$ cat config.mk
export PLATFORM = sky130hd
export DESIGN_NAME = tsc_serial_ctl
export DESIGN_NICKNAME = d
export VERILOG_FILES = /design/src/tsc_pkg.sv /design/src/tsc_edge_if.sv /design/src/tsc_edge_det.sv /design/src/tsc_serial_ctl.sv
export VERILOG_INCLUDE_DIRS = /design/src
export SDC_FILE = /design/constraint.sdc
export NUM_CORES = 1
export LEC_CHECK = 0
export BUFFER_PORTS_ARGS = -buffer_cell sky130_fd_sc_hd__buf_2
export CAP_MARGIN = 20
export CORE_ASPECT_RATIO = 1.1
export CORE_MARGIN = 2
export CORE_UTILIZATION = 55
export DETAILED_ROUTE_END_ITERATION = 7
export PLACE_DENSITY = 0.84
export SETUP_SLACK_MARGIN = 0.02
export SKIP_LAST_GASP = 1
export SLEW_MARGIN = 30
export SYNTH_ARGS = -nofsm -noshare
export SYNTH_HDL_FRONTEND = slang
export SYNTH_HIERARCHICAL = 1
export SYNTH_SLANG_ARGS = --single-unit
$ cat constraint.sdc
create_clock -name clk_i -period 2.2 [get_ports clk_i]
set_input_delay 0.11 -clock clk_i [delete_from_list [all_inputs] [get_ports clk_i]]
set_output_delay 0.11 -clock clk_i [all_outputs]
set_load 0.03 [all_outputs]
$ cat src/tsc_regs.svh
// Constants for the touch converter serial control block
`ifndef TSC_REGS_SVH
`define TSC_REGS_SVH

// ----------------------------------------------------------------
// Command byte layout
// ----------------------------------------------------------------
`define TSC_CMD_FIELD_BITS 7
`define TSC_CMD_LAST_IDX 3'h5
`define TSC_CHAN_MSB 6
`define TSC_CHAN_LSB 4
`define TSC_RES_POS 3
`define TSC_REF_POS 2
`define TSC_PWR_MSB 1
`define TSC_PWR_LSB 0

// ----------------------------------------------------------------
// Channel and power codes
// ----------------------------------------------------------------
`define TSC_CHAN_XPLUS 3'h1
`define TSC_CHAN_YPLUS 3'h5
`define TSC_CHAN_AUX_A 3'h2
`define TSC_CHAN_AUX_B 3'h6
`define TSC_PWR_DOWN_IRQ 2'h0
`define TSC_PWR_ALWAYS_ON 2'h3

// ----------------------------------------------------------------
// Result lengths and reset values
// ----------------------------------------------------------------
`define TSC_RES12_BITS 4'hc
`define TSC_RES8_BITS 4'h8
`define TSC_RST_CHAN 3'h0
`define TSC_RST_PWR 2'h0
`define TSC_TCSR_NS 0

`endif

$ cat src/tsc_pkg.sv
// Types for the touch converter serial control block
package tsc_pkg;

  // ----------------------------------------------------------------
  // Command receiver states
  // ----------------------------------------------------------------
  typedef enum logic [0:0] {
    TSC_HUNT,
    TSC_CMD
  } tsc_rx_t;

  // ----------------------------------------------------------------
  // Edge detector state
  // ----------------------------------------------------------------
  typedef struct packed {
    logic sck_q;
    logic rise;
    logic fall;
    logic din;
  } tsc_edge_st_t;

  // ----------------------------------------------------------------
  // Main control state
  // ----------------------------------------------------------------
  typedef struct packed {
    tsc_rx_t rx;
    logic [2:0] cnt;
    logic [5:0] cmd_sh;
    logic [2:0] chan;
    logic res8;
    logic ref_sel;
    logic [1:0] pwr;
    logic x_drv;
    logic y_drv;
    logic ext_ref;
    logic conv_start;
    logic busy_pend;
    logic busy;
    logic [3:0] bits_left;
    logic [11:0] res_sh;
    logic dout;
    logic oe;
    logic irq_n;
    logic irq_oe;
  } tsc_st_t;

endpackage

$ cat src/tsc_edge_if.sv
// Serial clock edge events passed from the detector to the control logic
`timescale 1ns/1ps
interface tsc_edge_if;
  logic rise;
  logic fall;
  logic din;
  modport src (output rise, output fall, output din);
  modport snk (input rise, input fall, input din);
endinterface

$ cat src/tsc_edge_det.sv
// Serial clock edge detector with chip select gating
`timescale 1ns/1ps
module tsc_edge_det
  import tsc_pkg::*;
(
  input wire logic clk_i,         // System clock
  input wire logic rst_n_i,       // Async reset, active low
  input wire logic serial_clock_i, // Host serial clock level
  input wire logic cs_n_i,        // Chip select, active low
  input wire logic din_i,         // Serial data in
  tsc_edge_if.src ev              // Edge events out
);

  tsc_edge_st_t st;
  tsc_edge_st_t next_st;

  // ----------------------------------------------------------------
  // Edge detection
  // ----------------------------------------------------------------
  // deselect gating, immediate
  // Edges while deselected are dropped at once, no delay
  always_comb begin
    next_st = st;
    next_st.sck_q = serial_clock_i;
    next_st.rise = serial_clock_i & ~st.sck_q & ~cs_n_i;
    next_st.fall = ~serial_clock_i & st.sck_q & ~cs_n_i;
    // Data taken with the rising edge, matching its own cycle
    next_st.din = din_i;
  end

  // State register
  always_ff @(posedge clk_i or negedge rst_n_i) begin
    if (!rst_n_i) begin
      st <= '0;
    end else begin
      st <= next_st;
    end
  end

  assign ev.rise = st.rise;
  assign ev.fall = st.fall;
  assign ev.din = st.din;

endmodule

$ cat src/tsc_serial_ctl.sv
// Serial command and result sequencing for a touch screen converter
// Contract
// - Chip select falling begins an operation; device then watches serial input.
// - Input bits are discarded until the first one, which is the start bit.
// - Command byte is eight clocks MSB first: start, channel, mode, power.
// - Channel 001 X-plus Y drive; 101 Y-plus X drive; 010, 110 aux.
// - Resolution bit zero gives 12-bit result, one gives 8-bit result.
// - Reference bit one uses external; zero uses supply for panel channels.
// - Power 11 stays powered; 00 powers down and enables touch interrupt.
// - Standard framing is three bytes, 24 serial clocks per conversion.
// - Next command accepted during result shifting, giving 16-clock framing.
// - Fifteen-clock framing is supported for hosts with odd-length transfers.
// - Serial input sampled on the rising serial clock edge.
// - Output data and busy change only on falling serial clock edges.
// - Serial clock edges ignored immediately once chip select is high.
// - Output and busy driven only while selected.
// - Output and busy are released one system clock after chip select goes high.
// - Enabled interrupt pulls touch interrupt low while panel is touched.
`timescale 1ns/1ps
`include "tsc_regs.svh"
module tsc_serial_ctl
  import tsc_pkg::*;
(
  input wire logic clk_i,            // System clock, 250 MHz
  input wire logic rst_n_i,          // Async reset, active low
  input wire logic cs_n_i,           // Chip select, active low
  input wire logic serial_clock_i,   // Host serial clock
  input wire logic din_i,            // Serial data in
  input wire logic [11:0] conv_result_i, // Converter result word
  input wire logic touch_detect_i,   // Panel touched level
  input wire logic touch_irq_n_i,    // Interrupt wire level
  output logic dout_o,               // Serial data out
  output logic dout_oe_o,            // Data out enable
  output logic busy_o,               // Busy out
  output logic busy_oe_o,            // Busy enable
  output logic touch_irq_n_o,        // Interrupt drive value
  output logic touch_irq_oe_o,       // Interrupt pull enable
  output logic [2:0] channel_sel_o,  // Selected input channel
  output logic resolution_sel_o,     // High for 8-bit mode
  output logic reference_sel_o,      // High for external reference
  output logic [1:0] power_ctl_o,    // Power control code
  output logic x_drive_o,            // X panel drivers on
  output logic y_drive_o,            // Y panel drivers on
  output logic ext_ref_o,            // Converter uses external reference
  output logic stay_powered_o,       // Keep converter powered
  output logic conv_start_o          // One-cycle conversion start
);

  // ----------------------------------------------------------------
  // Decode helpers
  // ----------------------------------------------------------------
  // Panel drivers for a channel code
  function automatic logic [1:0] drv_of(input logic [2:0] ch);
    logic [1:0] d;
    d = 2'h0;
    // channel driver decode
    // Bit 1 is the Y drivers, bit 0 the X drivers
    case (ch)
      `TSC_CHAN_XPLUS: d = 2'h2;
      `TSC_CHAN_YPLUS: d = 2'h1;
      default: d = 2'h0;
    endcase
    return d;
  endfunction

  // Aux channels always need the external reference
  function automatic logic is_aux(input logic [2:0] ch);
    return (ch == `TSC_CHAN_AUX_A) || (ch == `TSC_CHAN_AUX_B);
  endfunction

  tsc_edge_if ev ();
  tsc_st_t st;
  tsc_st_t next_st;
  logic [6:0] fields;

  tsc_edge_det u_edge (
    .clk_i(clk_i),
    .rst_n_i(rst_n_i),
    .serial_clock_i(serial_clock_i),
    .cs_n_i(cs_n_i),
    .din_i(din_i),
    .ev(ev)
  );

  // Full field set once the last command bit arrives
  assign fields = {st.cmd_sh, ev.din};

  // ----------------------------------------------------------------
  // Next state
  // ----------------------------------------------------------------
  always_comb begin
    next_st = st;
    next_st.conv_start = 1'b0;
    next_st.oe = ~cs_n_i;
    // pull interrupt low when enabled and touched
    next_st.irq_oe = (st.pwr == `TSC_PWR_DOWN_IRQ) & touch_detect_i;
    next_st.irq_n = 1'b0;
    if (cs_n_i) begin
      // deselect ends the frame, next select restarts hunting
      next_st.rx = TSC_HUNT;
      next_st.cnt = 3'h0;
      next_st.busy_pend = 1'b0;
      next_st.busy = 1'b0;
      next_st.bits_left = 4'h0;
      next_st.dout = 1'b0;
    end else begin
      // command bits taken on rising edges
      if (ev.rise) begin
        case (st.rx)
          TSC_HUNT: begin
            // zeros before the start bit are dropped
            if (ev.din) begin
              next_st.rx = TSC_CMD;
              next_st.cnt = 3'h0;
            end
          end
          TSC_CMD: begin
            next_st.cmd_sh = {st.cmd_sh[4:0], ev.din};
            next_st.cnt = st.cnt + 3'h1;
            if (st.cnt == `TSC_CMD_LAST_IDX + 3'h1) begin
              next_st.rx = TSC_HUNT;
              next_st.chan = fields[6:4];
              next_st.res8 = fields[3];
              next_st.ref_sel = fields[2];
              next_st.pwr = fields[1:0];
              {next_st.y_drv, next_st.x_drv} = drv_of(fields[6:4]);
              // supply reference only for non-aux channels
              next_st.ext_ref = fields[2] | is_aux(fields[6:4]);
              next_st.conv_start = 1'b1;
              // restarts any shift still in progress
              next_st.busy_pend = 1'b1;
            end
          end
          default: next_st.rx = TSC_HUNT;
        endcase
      end
      // outputs move only on falling edges
      if (ev.fall) begin
        next_st.busy = 1'b0;
        if (st.busy_pend) begin
          // one clock of busy, result loaded
          next_st.busy_pend = 1'b0;
          next_st.busy = 1'b1;
          next_st.dout = 1'b0;
          next_st.res_sh = conv_result_i;
          next_st.bits_left = st.res8 ? `TSC_RES8_BITS : `TSC_RES12_BITS;
        end else if (st.bits_left != 4'h0) begin
          // MSB first, one bit per fall
          next_st.dout = st.res_sh[11];
          next_st.res_sh = {st.res_sh[10:0], 1'b0};
          next_st.bits_left = st.bits_left - 4'h1;
        end else begin
          next_st.dout = 1'b0;
        end
      end
    end
  end

  // State register
  always_ff @(posedge clk_i or negedge rst_n_i) begin
    if (!rst_n_i) begin
      st <= '0;
      st.rx <= TSC_HUNT;
      st.chan <= `TSC_RST_CHAN;
      st.pwr <= `TSC_RST_PWR;
      st.irq_n <= 1'b0;
    end else begin
      st <= next_st;
    end
  end

  // ----------------------------------------------------------------
  // Outputs, all from state
  // ----------------------------------------------------------------
  assign dout_o = st.dout;
  assign dout_oe_o = st.oe;
  assign busy_o = st.busy;
  assign busy_oe_o = st.oe;
  assign touch_irq_n_o = st.irq_n;
  assign touch_irq_oe_o = st.irq_oe;
  assign channel_sel_o = st.chan;
  assign resolution_sel_o = st.res8;
  assign reference_sel_o = st.ref_sel;
  assign power_ctl_o = st.pwr;
  assign x_drive_o = st.x_drv;
  assign y_drive_o = st.y_drv;
  assign ext_ref_o = st.ext_ref;
  // powered between conversions only for code 11
  assign stay_powered_o = (st.pwr == `TSC_PWR_ALWAYS_ON);
  assign conv_start_o = st.conv_start;
endmodule

==> flow_summary_export.csv, run 1 <==
group,metric,value,unit
outcome,outcome,"complete, no violations",
logic_synthesis,synthFlopType,"dfrtp_1",
timing,tns,0,ns
cts,cts.htree.levels,2,
setup_path,path_max_fanout,8,
cts,ctsLongestPathBuffers,2,
layout,drive_above_1_share,42.7,%
drt,wirelength,3670,um
timing,rsz0062_at_grt,"false",
logic_synthesis,synth_edf_count,0,
setup_path,max_stage_delay,0.40,ns
timing,finalMaxSlewViolations,0,
logic_synthesis,seq_area_frac_synth,53.7,%
hold_path,hold_depth,3,
logic_synthesis,syn-num-nets,188,
setup_path,worstPathCellList,"inv_1 -> ha_1 -> nor3b_4 -> a21oi_2 -> buf_4 -> mux2_4",
global_routing,grt_max_degree,47,
global_routing,grt_pass1_wl,6400,um
cts,worstSkewPairLatency,0.30,ns
setup_path,cp_slowest_cell,"dfrtp_1",
global_routing,antenna_found_initial,0,
floorplan,die_h,69.5,um
cts,clock_sinks,46,
logic_synthesis,synth_area_per_cell,13.0,um2
setup_path,endpoint_kind,"flip-flop",
setup_path,r2r-end,"st[11]",
setup_path,arrival,2.11,ns
timing,skew,0.00823,ns
setup_path,r2r_cells,6,
power_and_ir_drop,pwr_density_cell,722,nW/um2
cts,clockRootBuffer,"clkbuf_8",
timing,hold_viol,0,
cts,cts_made_buffers,5,
hold_path,hold_path.class,"in -> reg",
drt,wl_per_cell,14.7,um
timing,slew-limit-headroom,63.0,%
global_routing,grt_usage,18.7,%
drt,postRouteAntennaNets,0,
logic_synthesis,synth_top_area_share,53.7,%
cts,cts_setup_buffers,0,
setup_path,reg2reg_slack,0.28,ns
power_and_ir_drop,leakage,1.18,nW
floorplan,die-area,4410,um2
global_routing,grt_pass1_vias,1365,
layout,num-nets-final,221,
layout,postLayoutCellArea,2420,um2
logic_synthesis,synth_common_cells,"dfrtp_1 (46), mux2_2 (28), mux2_4 (8), buf_4 (7), nand2_1 (7)",
timing,timing.final.crit_share,87.2,%
setup_path,r2r_start,"st[16]",
floorplan,die_w,63.5,um
floorplan,rows,23,
logic_synthesis,ys_ff_latch,46,
global_routing,gr-total-overflow,0,
hold_path,min_to,"st[4]",
logic_synthesis,yosys.cell_count.top_type,"dfrtp_1",
layout,fillers,284,
logic_synthesis,yosys_warnings,6,
floorplan,num_io_pins,37,
timing,setup_violations,0,
drt,vias_per_cell,5.57,
cts,clk_pin_slew_worst_paths,0.09,ns
placement,post-dp-hpwl,2570,um
layout,diodes,0,
logic_synthesis,synth_cells,165,
setup_path,critPathKind,"reg -> reg",
placement,gp_congestion,0.781,
setup_path,crit_required,2.39,ns
hold_path,holdCritStartpoint,"conv_result_i[0]",
timing,min_period,1.92,ns
floorplan,fp.coreArea,3680,um2
timing,max_slew.worst_pin.slew,0.555,ns
setup_path,start_kind,"flip-flop",
logic_synthesis,synth_largest_area_cell,"dfrtp_1",
power_and_ir_drop,ir_worst_vdd,0.000521,V
drt,dr.pass1.iters,7,
drt,drtIter0Drc,53,
layout,synthToLayoutAreaGrowth,13.2,%
placement,io_buffers,34,
logic_synthesis,synth_area,2140,um2
cts,cts_tree,"yes",
job,cap_violations,0,
logic_synthesis,yosysUniqueCellTypes,40,
timing,fmax,521,MHz
logic_synthesis,synthArstFlopShare,100,%
floorplan,start_util,58.2,%
logic_synthesis,synth_area_leaders,"dfrtp_1 (54%), mux2_2 (15%), mux2_4 (5.6%)",
placement,post_dp_cell_area,2300,um2
drt,vias,1387,
drt,drc,0,
-- critical path: cells and delay by family, from the launching register on --
| kind | cells | cell delay (ns) |
|---|---|---|
| fa+ha+maj | 1 | 0.22 |
| compound gates | 1 | 0.32 |
| mux | 1 | 0.32 |
| flops | 1 | 0.40 |
| simple gates | 1 | 0.18 |
| buf+inv | 2 | 0.37 |
-- through the flow --
stage	utilization, %	hold slack [ns]	setup slack [ns]	total power [mW]	std cells
5_1_grt	65.8	0.0603	0.153	1.86	249
6_report	65.8	0.0605	0.282	1.75	249
3_5_place_dp	62.6	0.219	0.285	1.26	238
3_3_place_gp	62.6	0.214	0.385	1.23	238
4_1_cts	65.8	0.0600	0.286	1.77	249
2_1_floorplan	-	-0.186	0.577	1.17	165
-- flip-flops by register name, indices dropped and copies added (netlist names) --
name / count
power_ctl_o: 2
busy_oe_o: 1
st: 21
u_edge/ev.rise: 1
resolution_sel_o: 1
u_edge/ev.fall: 1
x_drive_o: 1
u_edge/st: 1
conv_start_o: 1
ext_ref_o: 1
busy_o: 1
channel_sel_o: 3
u_edge/ev.din: 1
reference_sel_o: 1
dout_o: 1
fields: 6
touch_irq_oe_o: 1
y_drive_o: 1
-- power by group --
part / switching, mW / internal [mW] / leakage [nW]
registers: 0.0429 / 0.903 / 0.624
clock network: 0.285 / 0.223 / 0.0441
logic: 0.147 / 0.151 / 0.509
-- layer usage --
layer / up-vias / track usage [%] / wire length (um)
li1: 642 / - / -
met1: 686 / 23.9 / 1590
met2: 47 / 29.5 / 1770
met3: 12 / 4.87 / 209
met4: 0 / 8.94 / 95
met5: - / 0 / 0
-- logic make-up (layout without fill, tap and decap cells) --
group / after synthesis / after routing / synth area share (%)
flops: 46 / 46 / 53.7
mux: 39 / 39 / 21.7
simple gates: 36 / 36 / 10.6
buf+inv: 21 / 55 / 5.55
compound gates: 17 / 17 / 5.43
fa+ha+maj: 4 / 4 / 2.34
other cells: 1 / 1 / 0.175
xor+xnor: 1 / 1 / 0.409
-- worst max-delay path by stage --
stage | endpoint | start | depth (start not counted)
2_1_floorplan | st[10] | st[16] | 6
3_3_place_gp | st[14] | st[16] | 6
3_5_place_dp | st[11] | st[16] | 6
4_1_cts | st[11] | st[16] | 6
5_1_grt | st[11] | st[16] | 6
6_report | st[11] | st[16] | 6
-- placed cells by master (no fill, tap or decap), types with 2 or more instances in the layout --
| cell | Yosys | final |
|---|---|---|
| a21oi_1 | 3 | 3 |
| a31oi_1 | 2 | 2 |
| buf_2 | 4 | 34 |
| buf_4 | 7 | 3 |
| clkbuf_8 | 0 | 5 |
| dfrtp_1 | 46 | 46 |
| dlygate4sd3_1 | 0 | 3 |
| ha_1 | 4 | 4 |
| inv_1 | 6 | 6 |
| mux2_2 | 28 | 28 |
| mux2_4 | 8 | 8 |
| mux2i_1 | 3 | 3 |
| nand2_1 | 7 | 7 |
| nand2b_1 | 3 | 3 |
| nand3_1 | 2 | 2 |
| nand3b_1 | 3 | 3 |
| nand4_1 | 3 | 3 |
| nor2_1 | 5 | 5 |
| nor3_1 | 2 | 2 |
| nor3b_1 | 4 | 4 |
| o21ai_0 | 4 | 4 |
-- area by class of cell --
type	instances	area, um2	area share, %
Clock buffer	5	68.8	2.84
Sequential cell	46	1150	47.5
Tap cell	50	62.6	2.58
Timing Repair Buffer	40	223	9.18
Inverter	7	26.3	1.08
Clock inverter	3	21.3	0.877
Multi-Input combinational cell	98	872	36.0
-- repair_timing --
| action | 4_1_cts | 5_1_grt |
|---|---|---|
| gates resized for setup | 0 | 0 |
| hold buffers | 3 | 0 |
| endpoints found under the hold margin | 49 | 0 |
| setup endpoints to repair | 0 | 0 |
Power figures use the tool's default switching activity.
==> run 2, diff against run 1 <==
GPL_TIMING_DRIVEN = 0   (was default)
==> flow_summary_export.csv, run 2 (same netlist as run 1, synthesis figures left out) <==
group,metric,value,unit
layout,drive_above_1_share,44.8,%
global_routing,grt_pass1_wl,6490,um
layout,final_common_cell,"dfrtp_1",
hold_path,hold_path.class,"in -> reg",
layout,regArea,1150,um2
cts,cts_made_buffers,5,
drt,vias_per_cell,5.25,
layout,fillers,277,
timing,finalMaxSlewViolations,0,
layout,num-nets-final,232,
layout,largest-register,"st",
timing,tns,0,ns
floorplan,start_util,58.2,%
power_and_ir_drop,ir_worst_vdd,0.000461,V
job,cap_violations,0,
floorplan,rows,23,
placement,post_dp_cell_area,2380,um2
drt,dr.pass1.iters,5,
cts,cts_setup_buffers,0,
floorplan,die-area,4410,um2
power_and_ir_drop,pwr_density_cell,740,nW/um2
layout,largest_register_ff_count,21,
cts,clk_pin_slew_worst_paths,0.08,ns
setup_path,endpoint_kind,"flip-flop",
placement,post-dp-hpwl,2520,um
placement,io_buffers,34,
setup_path,critPathKind,"reg -> reg",
timing,setup_violations,0,
setup_path,start_kind,"flip-flop",
cts,cts.htree.levels,2,
timing,fmax,553,MHz
cts,worstSkewPairLatency,0.30,ns
drt,postRouteAntennaNets,0,
global_routing,grt_usage,19.0,%
floorplan,num_io_pins,37,
global_routing,grt_pass1_vias,1426,
global_routing,gr-total-overflow,0,
layout,postLayoutCellArea,2520,um2
floorplan,die_w,63.5,um
cts,cts_tree,"yes",
layout,synthToLayoutAreaGrowth,17.5,%
drt,drtIter0Drc,59,
layout,diodes,0,
timing,max_slew.worst_pin.slew,0.542,ns
timing,hold_viol,0,
timing,skew,0.00994,ns
setup_path,path_max_fanout,10,
power_and_ir_drop,leakage,1.24,nW
timing,min_period,1.81,ns
floorplan,fp.coreArea,3680,um2
drt,drc,0,
outcome,outcome,"complete, no violations",
drt,vias,1365,
drt,wirelength,3570,um
placement,placedCellCount,249,
layout,multi_input_area,872,um2
setup_path,crit_required,2.38,ns
cts,clockRootBuffer,"clkbuf_8",
placement,gp_congestion,0.763,
global_routing,grt_max_degree,47,
global_routing,antenna_found_initial,0,
cts,clock_sinks,46,
cts,ctsLongestPathBuffers,2,
setup_path,arrival,1.99,ns
timing,timing.final.crit_share,82.1,%
drt,wl_per_cell,13.7,um
timing,slew-limit-headroom,63.9,%
timing,rsz0062_at_grt,"false",
layout,final_cell_mix,"dfrtp_1 (46), buf_2 (37), mux2_2 (28), mux2_4 (8), buf_4 (8)",
floorplan,die_h,69.5,um
layout,finalNonFillerCells,260,
[run 2: cell types whose count changed in the layout (fill, tap and decap cells not counted)]
cell       delta
bufinv_16     +1
clkbuf_2      +1
clkbuf_1      +2
buf_4         +5
buf_2         +3
buf_6         +1
clkinv_4      -1
clkinv_2      -1
[run 2: cell type report]
class                      instances  share of cell area (%)
buffer                            14                    3.68
multi-input combinational         98                    34.6
sequential                        46                    45.7
inverter                           7                    1.04
clock buffer                       6                    2.88
timing repair buffer              37                    8.05
clock inverter                     2                    1.49
tap                               50                    2.49
[run 2: path summary, 6_finish.rpt]
kind / startpoint / endpoint / slack [ns] / depth (start not counted)
max: st[16] / st[8] / 0.39 / 6
max in group asynchronous: rst_n_i / st[40] / 1.48 / 2
max reg2reg: st[16] / st[8] / 0.39 / 6
min reg2reg: u_edge/st[3] / u_edge/ev.rise / 0.43 / 1
min in group asynchronous: rst_n_i / st[19] / 0.35 / 2
min: touch_detect_i / touch_irq_oe_o / 0.06 / 2
[run 2: what timing repair did]
item	CTS	global route
hold buffers	3	0
endpoints found under the hold margin	49	0
gates resized for setup	0	0
[run 2: metrics by stage]
stage               hold slack, ns  worst slack [ns]  utilization (%)  total power, mW
CTS                         0.0553             0.396             68.3             1.87
floorplan                   -0.186             0.577                -             1.17
detailed placement           0.138             0.425             64.5             1.26
global route                0.0557             0.303             68.3             1.96
global placement             0.217             0.448             64.5             1.25
finish                      0.0626             0.393             68.3             1.86
[run 2: worst max-delay path, cell delays in order (launching register included)]
cell     delay [ns]
dfrtp_1        0.39
inv_1          0.09
ha_1           0.22
nor3b_4        0.18
a21oi_2        0.28
buf_6          0.23
mux2_4         0.32
[run 2: power breakdown]
group / internal, mW / total, mW / switching (mW)
registers: 0.903 / 0.942 / 0.0394
logic: 0.156 / 0.307 / 0.151
clock network: 0.339 / 0.614 / 0.275
total: 1.40 / 1.86 / 0.465
[run 2: metal layers]
layer	share of wire (%)	global-route usage, %
met1	44	25.4
met2	49	29.6
met3	4.7	3.41
met4	2.0	9.90
met5	0	0
